===== config.mk =====
export PLATFORM = sky130hd
export DESIGN_NAME = sfs_top
export DESIGN_NICKNAME = d
export VERILOG_FILES = /design/src/verilog/sfs_pkg.sv /design/src/verilog/sfs_filt_if.sv /design/src/verilog/sfs_filt.sv /design/src/verilog/sfs_top.sv
export VERILOG_INCLUDE_DIRS = /design/src /design/src/verilog
export SDC_FILE = /design/constraint.sdc
export NUM_CORES = 1
export LEC_CHECK = 0
export ABC_AREA = 1
export ABC_CLOCK_PERIOD_IN_PS = 2600
export BUFFER_PORTS_ARGS = -buffer_cell sky130_fd_sc_hd__buf_2
export CAP_MARGIN = 10
export CORE_MARGIN = 10
export CORE_UTILIZATION = 40
export DETAILED_ROUTE_END_ITERATION = 6
export PLACE_DENSITY = 0.68
export SETUP_SLACK_MARGIN = 0.1
export SKIP_LAST_GASP = 1
export SLEW_MARGIN = 5
export SYNTH_ARGS = -nofsm -noshare
export SYNTH_HDL_FRONTEND = slang
export SYNTH_HIERARCHICAL = 1
export SYNTH_SLANG_ARGS = --single-unit

===== constraint.sdc =====
create_clock -name clock -period 2.6 [get_ports clock]
set_input_delay 0 -clock clock [delete_from_list [all_inputs] [get_ports clock]]
set_output_delay 0 -clock clock [all_outputs]
set_load 0.01 [all_outputs]

===== src/verilog/sfs_consts.svh =====
// sfs_consts.svh: offsets-free constants for the supply and bus fault supervisor
// assumes a 20 MHz clock; included by bare name
`ifndef SFS_CONSTS_SVH
`define SFS_CONSTS_SVH
`define SFS_CLK_HZ          20000000
`define SFS_DOM_TMO_US      2000
`define SFS_DOM_TMO_CYC     ((`SFS_DOM_TMO_US * (`SFS_CLK_HZ / 1000000)) + 1)
`define SFS_FAIL_FILT_CYC   200
`define SFS_FAIL_RECOV_CYC  2000
`define SFS_WAKE_FILT_CYC   100
`define SFS_NFAIL           8
`define SFS_CNT_W           17
`endif


===== src/verilog/sfs_pkg.sv =====
// sfs_pkg.sv: shared types for the supply and bus fault supervisor
// assumes nothing beyond a SystemVerilog compiler
package sfs_pkg;
    typedef enum logic [2:0] {
        SFS_SYS_AWAIT  = 3'h0,
        SFS_SYS_NORMAL = 3'h1,
        SFS_SYS_STBY   = 3'h2,
        SFS_SYS_SLEEP  = 3'h3,
        SFS_SYS_EMERG  = 3'h4
    } sfs_sys_mode_t;
    typedef enum logic [1:0] {
        SFS_BUS_LOWPWR = 2'h0,
        SFS_BUS_FULL   = 2'h1,
        SFS_BUS_LISTEN = 2'h2
    } sfs_bus_mode_t;
endpackage


===== src/verilog/sfs_filt_if.sv =====
// sfs_filt_if.sv: carries one persistence filter's request and answer
// assumes a single clock domain
`timescale 1ns/100ps
interface sfs_filt_if #(parameter int CW = 17);
    logic          cond;
    logic [CW-1:0] limit;
    logic          hit;
    modport owner (output cond, output limit, input hit);
    modport filt  (input cond, input limit, output hit);
endinterface


===== src/verilog/sfs_filt.sv =====
// sfs_filt.sv: persistence filter, hit rises once cond holds for limit+1 cycles
// assumes srst synchronous active high, cond synchronous to clock
`timescale 1ns/100ps
module sfs_filt
    import sfs_pkg::*;
#(
    parameter int CW = 17
) (
    input wire logic clock,
    input wire logic srst,
    sfs_filt_if.filt f
);
    logic [CW-1:0] cnt_r;
    logic          hit_r;

    // counter restarts on any drop, so single glitches never accumulate
    always_ff @(posedge clock) begin
        if (srst || !f.cond) begin
            cnt_r <= '0;
        end else if (cnt_r != f.limit) begin
            cnt_r <= cnt_r + 1'b1;
        end
    end

    always_ff @(posedge clock) begin
        if (srst) begin
            hit_r <= 1'b0;
        end else begin
            hit_r <= f.cond && (cnt_r == f.limit);
        end
    end

    assign f.hit = hit_r;
endmodule


===== src/verilog/sfs_top.sv =====
// sfs_top.sv: supply enable sequencing, status flags and bus fault supervision
// assumes all inputs synchronous to the 20 MHz clock; analog comparators outside
`timescale 1ns/100ps
`include "sfs_consts.svh"

// Functional notes
// - peripheral regulator on only in normal, below shutoff
// - peripheral undervoltage sets status flag
// - peripheral prewarning sets flag and interrupt
// - shutoff sets flag, stays off until software re-enable
// - peripheral off in other modes or main off
// - battery switch on as configured, cyclic in sleep
// - battery switch forced off in await, main off, shutoff
// - switch overtemp flag, off, back on at prewarning
// - battery low sets flag and interrupt
// - battery high sets flag, interrupt, no action
// - failure detection in full and listen modes
// - listen mode: transmitter off, receive shows either
// - failures 3,6 filtered into single wire, recover
// - failures 4,7 drop low line, recover after recessive
// - eight failure flags, interrupt, clear after read
// - transmit dominant too long disables drivers
// - low power: low termination to battery, pulls off
// - bus wake sets interrupt or leaves sleep, recorded
// - wake level must persist for filter time
// - power-up in await mode with bus low power
// - peripheral undervoltage forces bus low power
// - transceiver overtemp disables only transmitter stages
// - full mode enables transmit, receive, detection
// - failures 3,8 open high termination, high driver off
module sfs_top
    import sfs_pkg::*;
#(
    parameter int CW         = `SFS_CNT_W,
    parameter int DOM_TMO    = `SFS_DOM_TMO_CYC,
    parameter int FAIL_FILT  = `SFS_FAIL_FILT_CYC,
    parameter int FAIL_RECOV = `SFS_FAIL_RECOV_CYC,
    parameter int WAKE_FILT  = `SFS_WAKE_FILT_CYC
) (
    input  wire logic                      clock,
    input  wire logic                      srst,
    input  wire sfs_sys_mode_t             sys_mode,
    input  wire logic                      main_regulator_on,
    input  wire logic                      periph_reenable,
    input  wire logic                      periph_uv,
    input  wire logic                      periph_prewarn,
    input  wire logic                      periph_shutoff,
    input  wire logic                      sw_cfg_normal,
    input  wire logic                      sw_cfg_standby,
    input  wire logic                      sw_cfg_cyclic,
    input  wire logic                      cyclic_on_phase,
    input  wire logic                      sw_overtemp,
    input  wire logic                      sw_prewarn,
    input  wire logic                      bat_low,
    input  wire logic                      bat_high,
    input  wire logic                      rd_voltage_switch,
    input  wire logic                      rd_overtemp,
    input  wire logic                      rd_bus_error,
    input  wire logic                      rd_wakeup,
    input  wire logic [7:0]                irq_mask,
    input  wire sfs_bus_mode_t             bus_mode_cmd,
    input  wire logic                      txd_dom,
    input  wire logic                      bus_dom,
    input  wire logic                      canh_dom,
    input  wire logic                      canl_dom,
    input  wire logic [`SFS_NFAIL-1:0]     fail_raw,
    input  wire logic                      xcvr_overtemp,
    output logic                           peripheral_regulator_en,
    output logic                           battery_switch_en,
    output logic [7:0]                     voltage_switch_status_reg,
    output logic [7:0]                     overtemp_status_reg,
    output logic [7:0]                     bus_error_status_high_reg,
    output logic [7:0]                     bus_error_status_low_reg,
    output logic [7:0]                     wakeup_status_reg,
    output logic                           interrupt_out_n,
    output logic                           wake_to_await,
    output sfs_bus_mode_t                  bus_mode_eff,
    output logic                           rxd_dom,
    output logic                           canh_drv_en,
    output logic                           canl_drv_en,
    output logic                           high_term_gnd_en,
    output logic                           low_term_v2_en,
    output logic                           low_term_bat_en,
    output logic                           canl_pullup_en,
    output logic                           canh_pulldown_en,
    output logic                           single_wire_high
);
    // ****************************************************************
    // supply sequencing
    // ****************************************************************
    logic               shut_latch_r;
    logic               sw_hot_r;
    logic [`SFS_NFAIL-1:0] fail_flag_r;
    logic               int_r;

    // shutoff holds the regulator off until software asks again
    always_ff @(posedge clock) begin
        if (srst) begin
            shut_latch_r <= 1'b0;
        end else if (periph_shutoff) begin
            shut_latch_r <= 1'b1;
        end else if (periph_reenable) begin
            shut_latch_r <= 1'b0;
        end
    end

    always_ff @(posedge clock) begin
        if (srst) begin
            peripheral_regulator_en <= 1'b0;
        end else begin
            peripheral_regulator_en <= (sys_mode == SFS_SYS_NORMAL) && main_regulator_on
                && !shut_latch_r && !periph_shutoff;
        end
    end

    // switch restarts only after cooling to prewarning, giving hysteresis
    always_ff @(posedge clock) begin
        if (srst) begin
            sw_hot_r <= 1'b0;
        end else if (sw_overtemp) begin
            sw_hot_r <= 1'b1;
        end else if (!sw_prewarn) begin
            sw_hot_r <= 1'b0;
        end
    end

    logic sw_want;
    always_comb begin
        unique case (sys_mode)
            SFS_SYS_NORMAL: sw_want = sw_cfg_normal;
            SFS_SYS_STBY:   sw_want = sw_cfg_standby;
            SFS_SYS_SLEEP:  sw_want = sw_cfg_cyclic && cyclic_on_phase;
            default:        sw_want = 1'b0;
        endcase
    end

    always_ff @(posedge clock) begin
        if (srst) begin
            battery_switch_en <= 1'b0;
        end else begin
            battery_switch_en <= sw_want && main_regulator_on && !shut_latch_r
                && !periph_shutoff && !sw_hot_r && !sw_overtemp;
        end
    end

    // ****************************************************************
    // status flags: set wins over read clear
    // ****************************************************************
    function automatic logic [7:0] sfs_sticky(input logic [7:0] cur, input logic [7:0] set,
                                              input logic rd);
        sfs_sticky = (rd ? 8'h00 : cur) | set;
    endfunction

    always_ff @(posedge clock) begin
        if (srst) begin
            voltage_switch_status_reg <= 8'h00;
            overtemp_status_reg       <= 8'h00;
        end else begin
            voltage_switch_status_reg <= sfs_sticky(voltage_switch_status_reg,
                {4'h0, bat_high, bat_low, sw_overtemp, periph_uv},
                rd_voltage_switch);
            overtemp_status_reg <= sfs_sticky(overtemp_status_reg,
                {6'h00, periph_shutoff, periph_prewarn}, rd_overtemp);
        end
    end

    // ****************************************************************
    // transceiver mode and protection
    // ****************************************************************
    always_comb begin
        bus_mode_eff = periph_uv ? SFS_BUS_LOWPWR : bus_mode_cmd;
    end

    logic detect_on;
    assign detect_on = (bus_mode_eff != SFS_BUS_LOWPWR);

    logic [CW-1:0] dom_cnt_r;
    logic          dom_block_r;
    // block holds while transmit stays dominant, released on recessive
    always_ff @(posedge clock) begin
        if (srst || !txd_dom) begin
            dom_cnt_r   <= '0;
            dom_block_r <= 1'b0;
        end else if (dom_cnt_r == CW'(DOM_TMO)) begin
            dom_block_r <= 1'b1;
        end else begin
            dom_cnt_r <= dom_cnt_r + 1'b1;
        end
    end

    // ****************************************************************
    // failure filters
    // ****************************************************************
    sfs_filt_if #(.CW(CW)) f36_set ();
    sfs_filt_if #(.CW(CW)) f36_clr ();
    sfs_filt_if #(.CW(CW)) f47_set ();
    sfs_filt_if #(.CW(CW)) f47_clr ();
    sfs_filt_if #(.CW(CW)) wk ();

    logic sw36_r;
    logic sw47_r;
    logic c36;
    logic c47;
    assign c36 = detect_on && (fail_raw[2] || fail_raw[5]);
    assign c47 = (fail_raw[3] || fail_raw[6]);

    assign f36_set.cond  = c36 && !sw36_r;
    assign f36_set.limit = CW'(FAIL_FILT);
    assign f36_clr.cond  = sw36_r && !c36;
    assign f36_clr.limit = CW'(FAIL_RECOV);
    assign f47_set.cond  = c47 && !sw47_r;
    assign f47_set.limit = CW'(FAIL_FILT);
    assign f47_clr.cond  = sw47_r && !c47 && !bus_dom;
    assign f47_clr.limit = CW'(FAIL_RECOV);
    assign wk.cond  = (bus_mode_eff == SFS_BUS_LOWPWR) && (canh_dom || canl_dom);
    assign wk.limit = CW'(WAKE_FILT);

    sfs_filt #(.CW(CW)) u_f36s (.clock(clock), .srst(srst), .f(f36_set));
    sfs_filt #(.CW(CW)) u_f36c (.clock(clock), .srst(srst), .f(f36_clr));
    sfs_filt #(.CW(CW)) u_f47s (.clock(clock), .srst(srst), .f(f47_set));
    sfs_filt #(.CW(CW)) u_f47c (.clock(clock), .srst(srst), .f(f47_clr));
    sfs_filt #(.CW(CW)) u_wake (.clock(clock), .srst(srst), .f(wk));

    always_ff @(posedge clock) begin
        if (srst) begin
            sw36_r <= 1'b0;
        end else if (f36_set.hit) begin
            sw36_r <= 1'b1;
        end else if (f36_clr.hit) begin
            sw36_r <= 1'b0;
        end
    end

    always_ff @(posedge clock) begin
        if (srst) begin
            sw47_r <= 1'b0;
        end else if (f47_set.hit) begin
            sw47_r <= 1'b1;
        end else if (f47_clr.hit) begin
            sw47_r <= 1'b0;
        end
    end

    // ****************************************************************
    // failure flags: set while present, cleared by read once gone
    // ****************************************************************
    logic [`SFS_NFAIL-1:0] fail_seen;
    // low power keeps only failures 3,4,7,8 alive to save current
    assign fail_seen = detect_on ? fail_raw : (fail_raw & 8'hcc);

    genvar gi;
    generate
        for (gi = 0; gi < `SFS_NFAIL; gi++) begin : g_fail
            always_ff @(posedge clock) begin
                if (srst) begin
                    fail_flag_r[gi] <= 1'b0;
                end else if (fail_seen[gi]) begin
                    fail_flag_r[gi] <= 1'b1;
                end else if (rd_bus_error) begin
                    fail_flag_r[gi] <= 1'b0;
                end
            end
        end
    endgenerate

    assign bus_error_status_low_reg  = {4'h0, fail_flag_r[3:0]};
    assign bus_error_status_high_reg = {4'h0, fail_flag_r[7:4]};

    // ****************************************************************
    // wake-up and interrupt
    // ****************************************************************
    logic wake_flag_r;
    always_ff @(posedge clock) begin
        if (srst) begin
            wake_flag_r <= 1'b0;
        end else if (wk.hit) begin
            wake_flag_r <= 1'b1;
        end else if (rd_wakeup) begin
            wake_flag_r <= 1'b0;
        end
    end
    assign wakeup_status_reg = {7'h00, wake_flag_r};

    always_ff @(posedge clock) begin
        if (srst) begin
            wake_to_await <= 1'b0;
        end else begin
            wake_to_await <= wk.hit && (sys_mode == SFS_SYS_SLEEP);
        end
    end

    logic [7:0] irq_src;
    assign irq_src = {3'h0, wake_flag_r && (sys_mode != SFS_SYS_SLEEP), |fail_flag_r,
                      voltage_switch_status_reg[3], voltage_switch_status_reg[2],
                      overtemp_status_reg[0]};

    always_ff @(posedge clock) begin
        if (srst) begin
            int_r <= 1'b0;
        end else begin
            int_r <= |(irq_src & irq_mask);
        end
    end
    assign interrupt_out_n = !int_r;

    // ****************************************************************
    // driver, termination and receive steering
    // ****************************************************************
    logic drv_ok;
    assign drv_ok = (bus_mode_eff == SFS_BUS_FULL) && !dom_block_r
                    && !xcvr_overtemp;

    always_ff @(posedge clock) begin
        if (srst) begin
            canh_drv_en      <= 1'b0;
            canl_drv_en      <= 1'b0;
            high_term_gnd_en <= 1'b0;
            low_term_v2_en   <= 1'b0;
            low_term_bat_en  <= 1'b1;
            canl_pullup_en   <= 1'b0;
            canh_pulldown_en <= 1'b0;
            single_wire_high <= 1'b0;
            rxd_dom          <= 1'b0;
        end else begin
            canh_drv_en      <= drv_ok && !fail_flag_r[2] && !fail_flag_r[7];
            canl_drv_en      <= drv_ok && !sw47_r && !sw36_r;
            high_term_gnd_en <= !fail_flag_r[2] && !fail_flag_r[7];
            low_term_v2_en   <= detect_on && !sw47_r && !sw36_r;
            low_term_bat_en  <= !detect_on && !sw47_r;
            canl_pullup_en   <= detect_on;
            canh_pulldown_en <= detect_on;
            single_wire_high <= sw47_r || sw36_r;
            if (bus_mode_eff == SFS_BUS_LISTEN) begin
                rxd_dom <= txd_dom || bus_dom;
            end else if (bus_mode_eff == SFS_BUS_FULL) begin
                rxd_dom <= bus_dom;
            end else begin
                rxd_dom <= 1'b0;
            end
        end
    end
    // reset state equals the power-up bus low power setting, except high_term_gnd_en, which reset holds off
    // (await mode itself is owned by the mode machine outside)
endmodule


==> metrics <==
status complete, no violations; die area 31320 um2; commonest non-fill, non-tap cells in the layout nand2_1, nor2_1, inv_1, conb_1, dfxtp_1; antenna viol nets, final 0; Cell Rows 57; top cell type's share of synthesized area around 28%; RSZ-0062 raised after global routing false; Slowest-stage cell, CP dlygate4sd3_1; adder-cell share of the synthesized area 0.8886%; DRT iter0 DRCs ~600; layout overhead on the synthesized area 21.27%; Worst slew margin 48.33%; commonest non-fill, non-tap cell in the layout nand2_1; Setup CP Type in2reg; Initial Utilization 40.53%; Placed Instances 2096; Non-Filler Instances around 2200; Post-Syn Instances roughly 1600; clk_lat worst skew about 0.43 ns; global placement routability congestion 0.9024; largest area contributor in the netlist dfxtp_1; mux share of post-synthesis cell area 0%; layout cells sized above 1 approximately 12%; Die W 177.0 um; largest family of logic cells by synthesized area simple AND/OR/NAND/NOR gates; Compound-Gate Fraction of Synth Area 2.564%; max-slew violation count 0; Final Hold Fails 0; sequential area share after synthesis 28.23%; Post CTS Setup Buffer Count 0; PortBufs a little over 70; reg-to-reg setup timing slack ~0.74 ns; vias in the first global route ~9400; R2R depth 4; Total Neg Setup Slack 0 ns; DP Wirelength ~19000 um; crit-path cells dlygate4sd3_1 > buf_2 > nand2_1 > nor2_1 > nand3_1 > nand3_1 > dlygate4sd3_1 > nand2_1 > dlygate4sd3_1 > inv_1; PD cells 432.8 nW/um2; asr flop ratio synth 0%; actual slew at the worst max-slew pin 0.7743 ns; antenna violations before repair 1; top cells by area, synth dfxtp_1, nand2_1, nor2_1; htree depth 4; f_max 488.8 MHz; hold slack 0.01745 ns; fin crit period 2.046 ns; xor and xnor area share after synthesis under 10%; crit path launch type input pin; CTS sink cnt 139; final WL about 27000 um; vias per cell 4.542; Final period util 78.69%; # IOs 100; Root Buffer clkbuf_16; WL/cell 12.20 um; CTS buffer count 17; dominant synthesized flop cell dfxtp_1; Setup crit end kind flip-flop; Vias 9902; Post-synth EDFFs 0; Tot GR Track Use 17.03%; CTS tree yes; clk_skew around 0.011 ns; Data arrival, critical path 2.42 ns; Critical Path RT 2.97 ns; hold depth 4; Yosys reg bits around 140; crit-path max FO 5; largest net degree at the start of global routing 19; Detailed Routing Iterations Pass 1 5; Avg Inst Size Synth 6.192 um2; Nets 1893; core area around 24000 um2; grt ovf 0; Max Buffers Root-to-Sink 2; Die Y around 180 um; Hold WC Path Type in2reg; post_cts resized 0; first-pass GRT wire length 44180 um; Max-Cap Viols 0; DRC errors left 0; final setup vio count 0; Synth Area in Simple Gates 45.99%; CP peak stage delay around 0.55 ns; Synth Warn # 6; Hold-fix buffers, CTS 50; worst vdd ir 339.5 uV; Syn Std Cell Area 9857 um2; Leak 0.005074 uW; distinct cell type count after synthesis 34; most used cell, CP dlygate4sd3_1; clock slew at reported path FFs 0.06 ns
==> worst max-delay path: cells and delay by family <==
kind	cells	cell delay [ns]
and+or+nand+nor	5	0.57
buffers and inverters	5	1.86
==> final cells by class <==
| class | count | area, um2 |
|---|---|---|
| inverters | 223 | 843.3 |
| well taps | 324 | 405.4 |
| fillers | 2508 | 12370 |
| clock buffers | 21 | 460.4 |
| clock inverters | 11 | 120.1 |
| flip-flops and latches | 139 | 2783 |
| diodes | 2 | 5.005 |
| multi-input cells | 1332 | 6429 |
| repair buffers | 128 | 908.4 |
==> metal layers <==
metal / part of all wire [%] / global-route usage, % / vias up
met5: 0 / 0 / -
met4: 1.6 / 5.744 / 0
met3: 3.9 / 3.222 / 30
met2: 47 / 28.80 / 169
met1: 47 / 21.22 / 4427
li1: - / - / 5276
==> where the power goes <==
group          internal [uW]  switching, uW
Combinational            213            329
Sequential              2160           24.4
Clock                   1460            989
==> final timing paths <==
path	from	endpoint
worst max-delay path	sys_mode[1]	battery_switch_en$_SDFF_PP0_
worst min-delay path	rd_voltage_switch	voltage_switch_status_reg[2]$_SDFF_PP0_
worst max register to register	bus_error_status_high_reg[3]$_SDFFE_PP0P_	bus_error_status_high_reg[3]$_SDFFE_PP0P_
worst min register to register	u_f36s/f.hit$_SDFF_PP0_	sw36_r$_SDFFE_PP0P_
==> synth_stat cells (10+ instances only) <==
library cell  number
inv_1            182
xor2_1            78
a21oi_1           25
xnor2_1           31
nand3_1           49
inv_2             36
nand3_2           10
nor3_1            35
nand4_1          103
nor3_2            10
nand2_2           16
o21ai_0           12
nor2_1           335
nor2_2            21
nor2_4            16
nand2_1          401
dfxtp_1          139
buf_4             37
==> through the flow <==
stage	setup slack (ns)	total power (uW)	utilization (%)	instance area, um2
6_report	0.5541	5174	49.15	11950
5_1_grt	0.4685	5408	49.14	11950
4_1_cts	0.5927	5234	49.13	11950
3_5_place_dp	0.8052	2704	44.69	10870
3_3_place_gp	0.8621	2699	44.69	10870
2_1_floorplan	1.135	2592	-	10450
==> cell families (layout without fill, tap and decap cells) <==
logic type,Yosys count,after routing
xor gates and xnor gates,109,109
AOI/OAI and AO/OA,46,46
other,2,162
and+or+nand+nor,1010,1010
DFF,139,139
buffers and inverters,279,383
adders and majority gates,7,7
(Power assumes the default switching activity.)
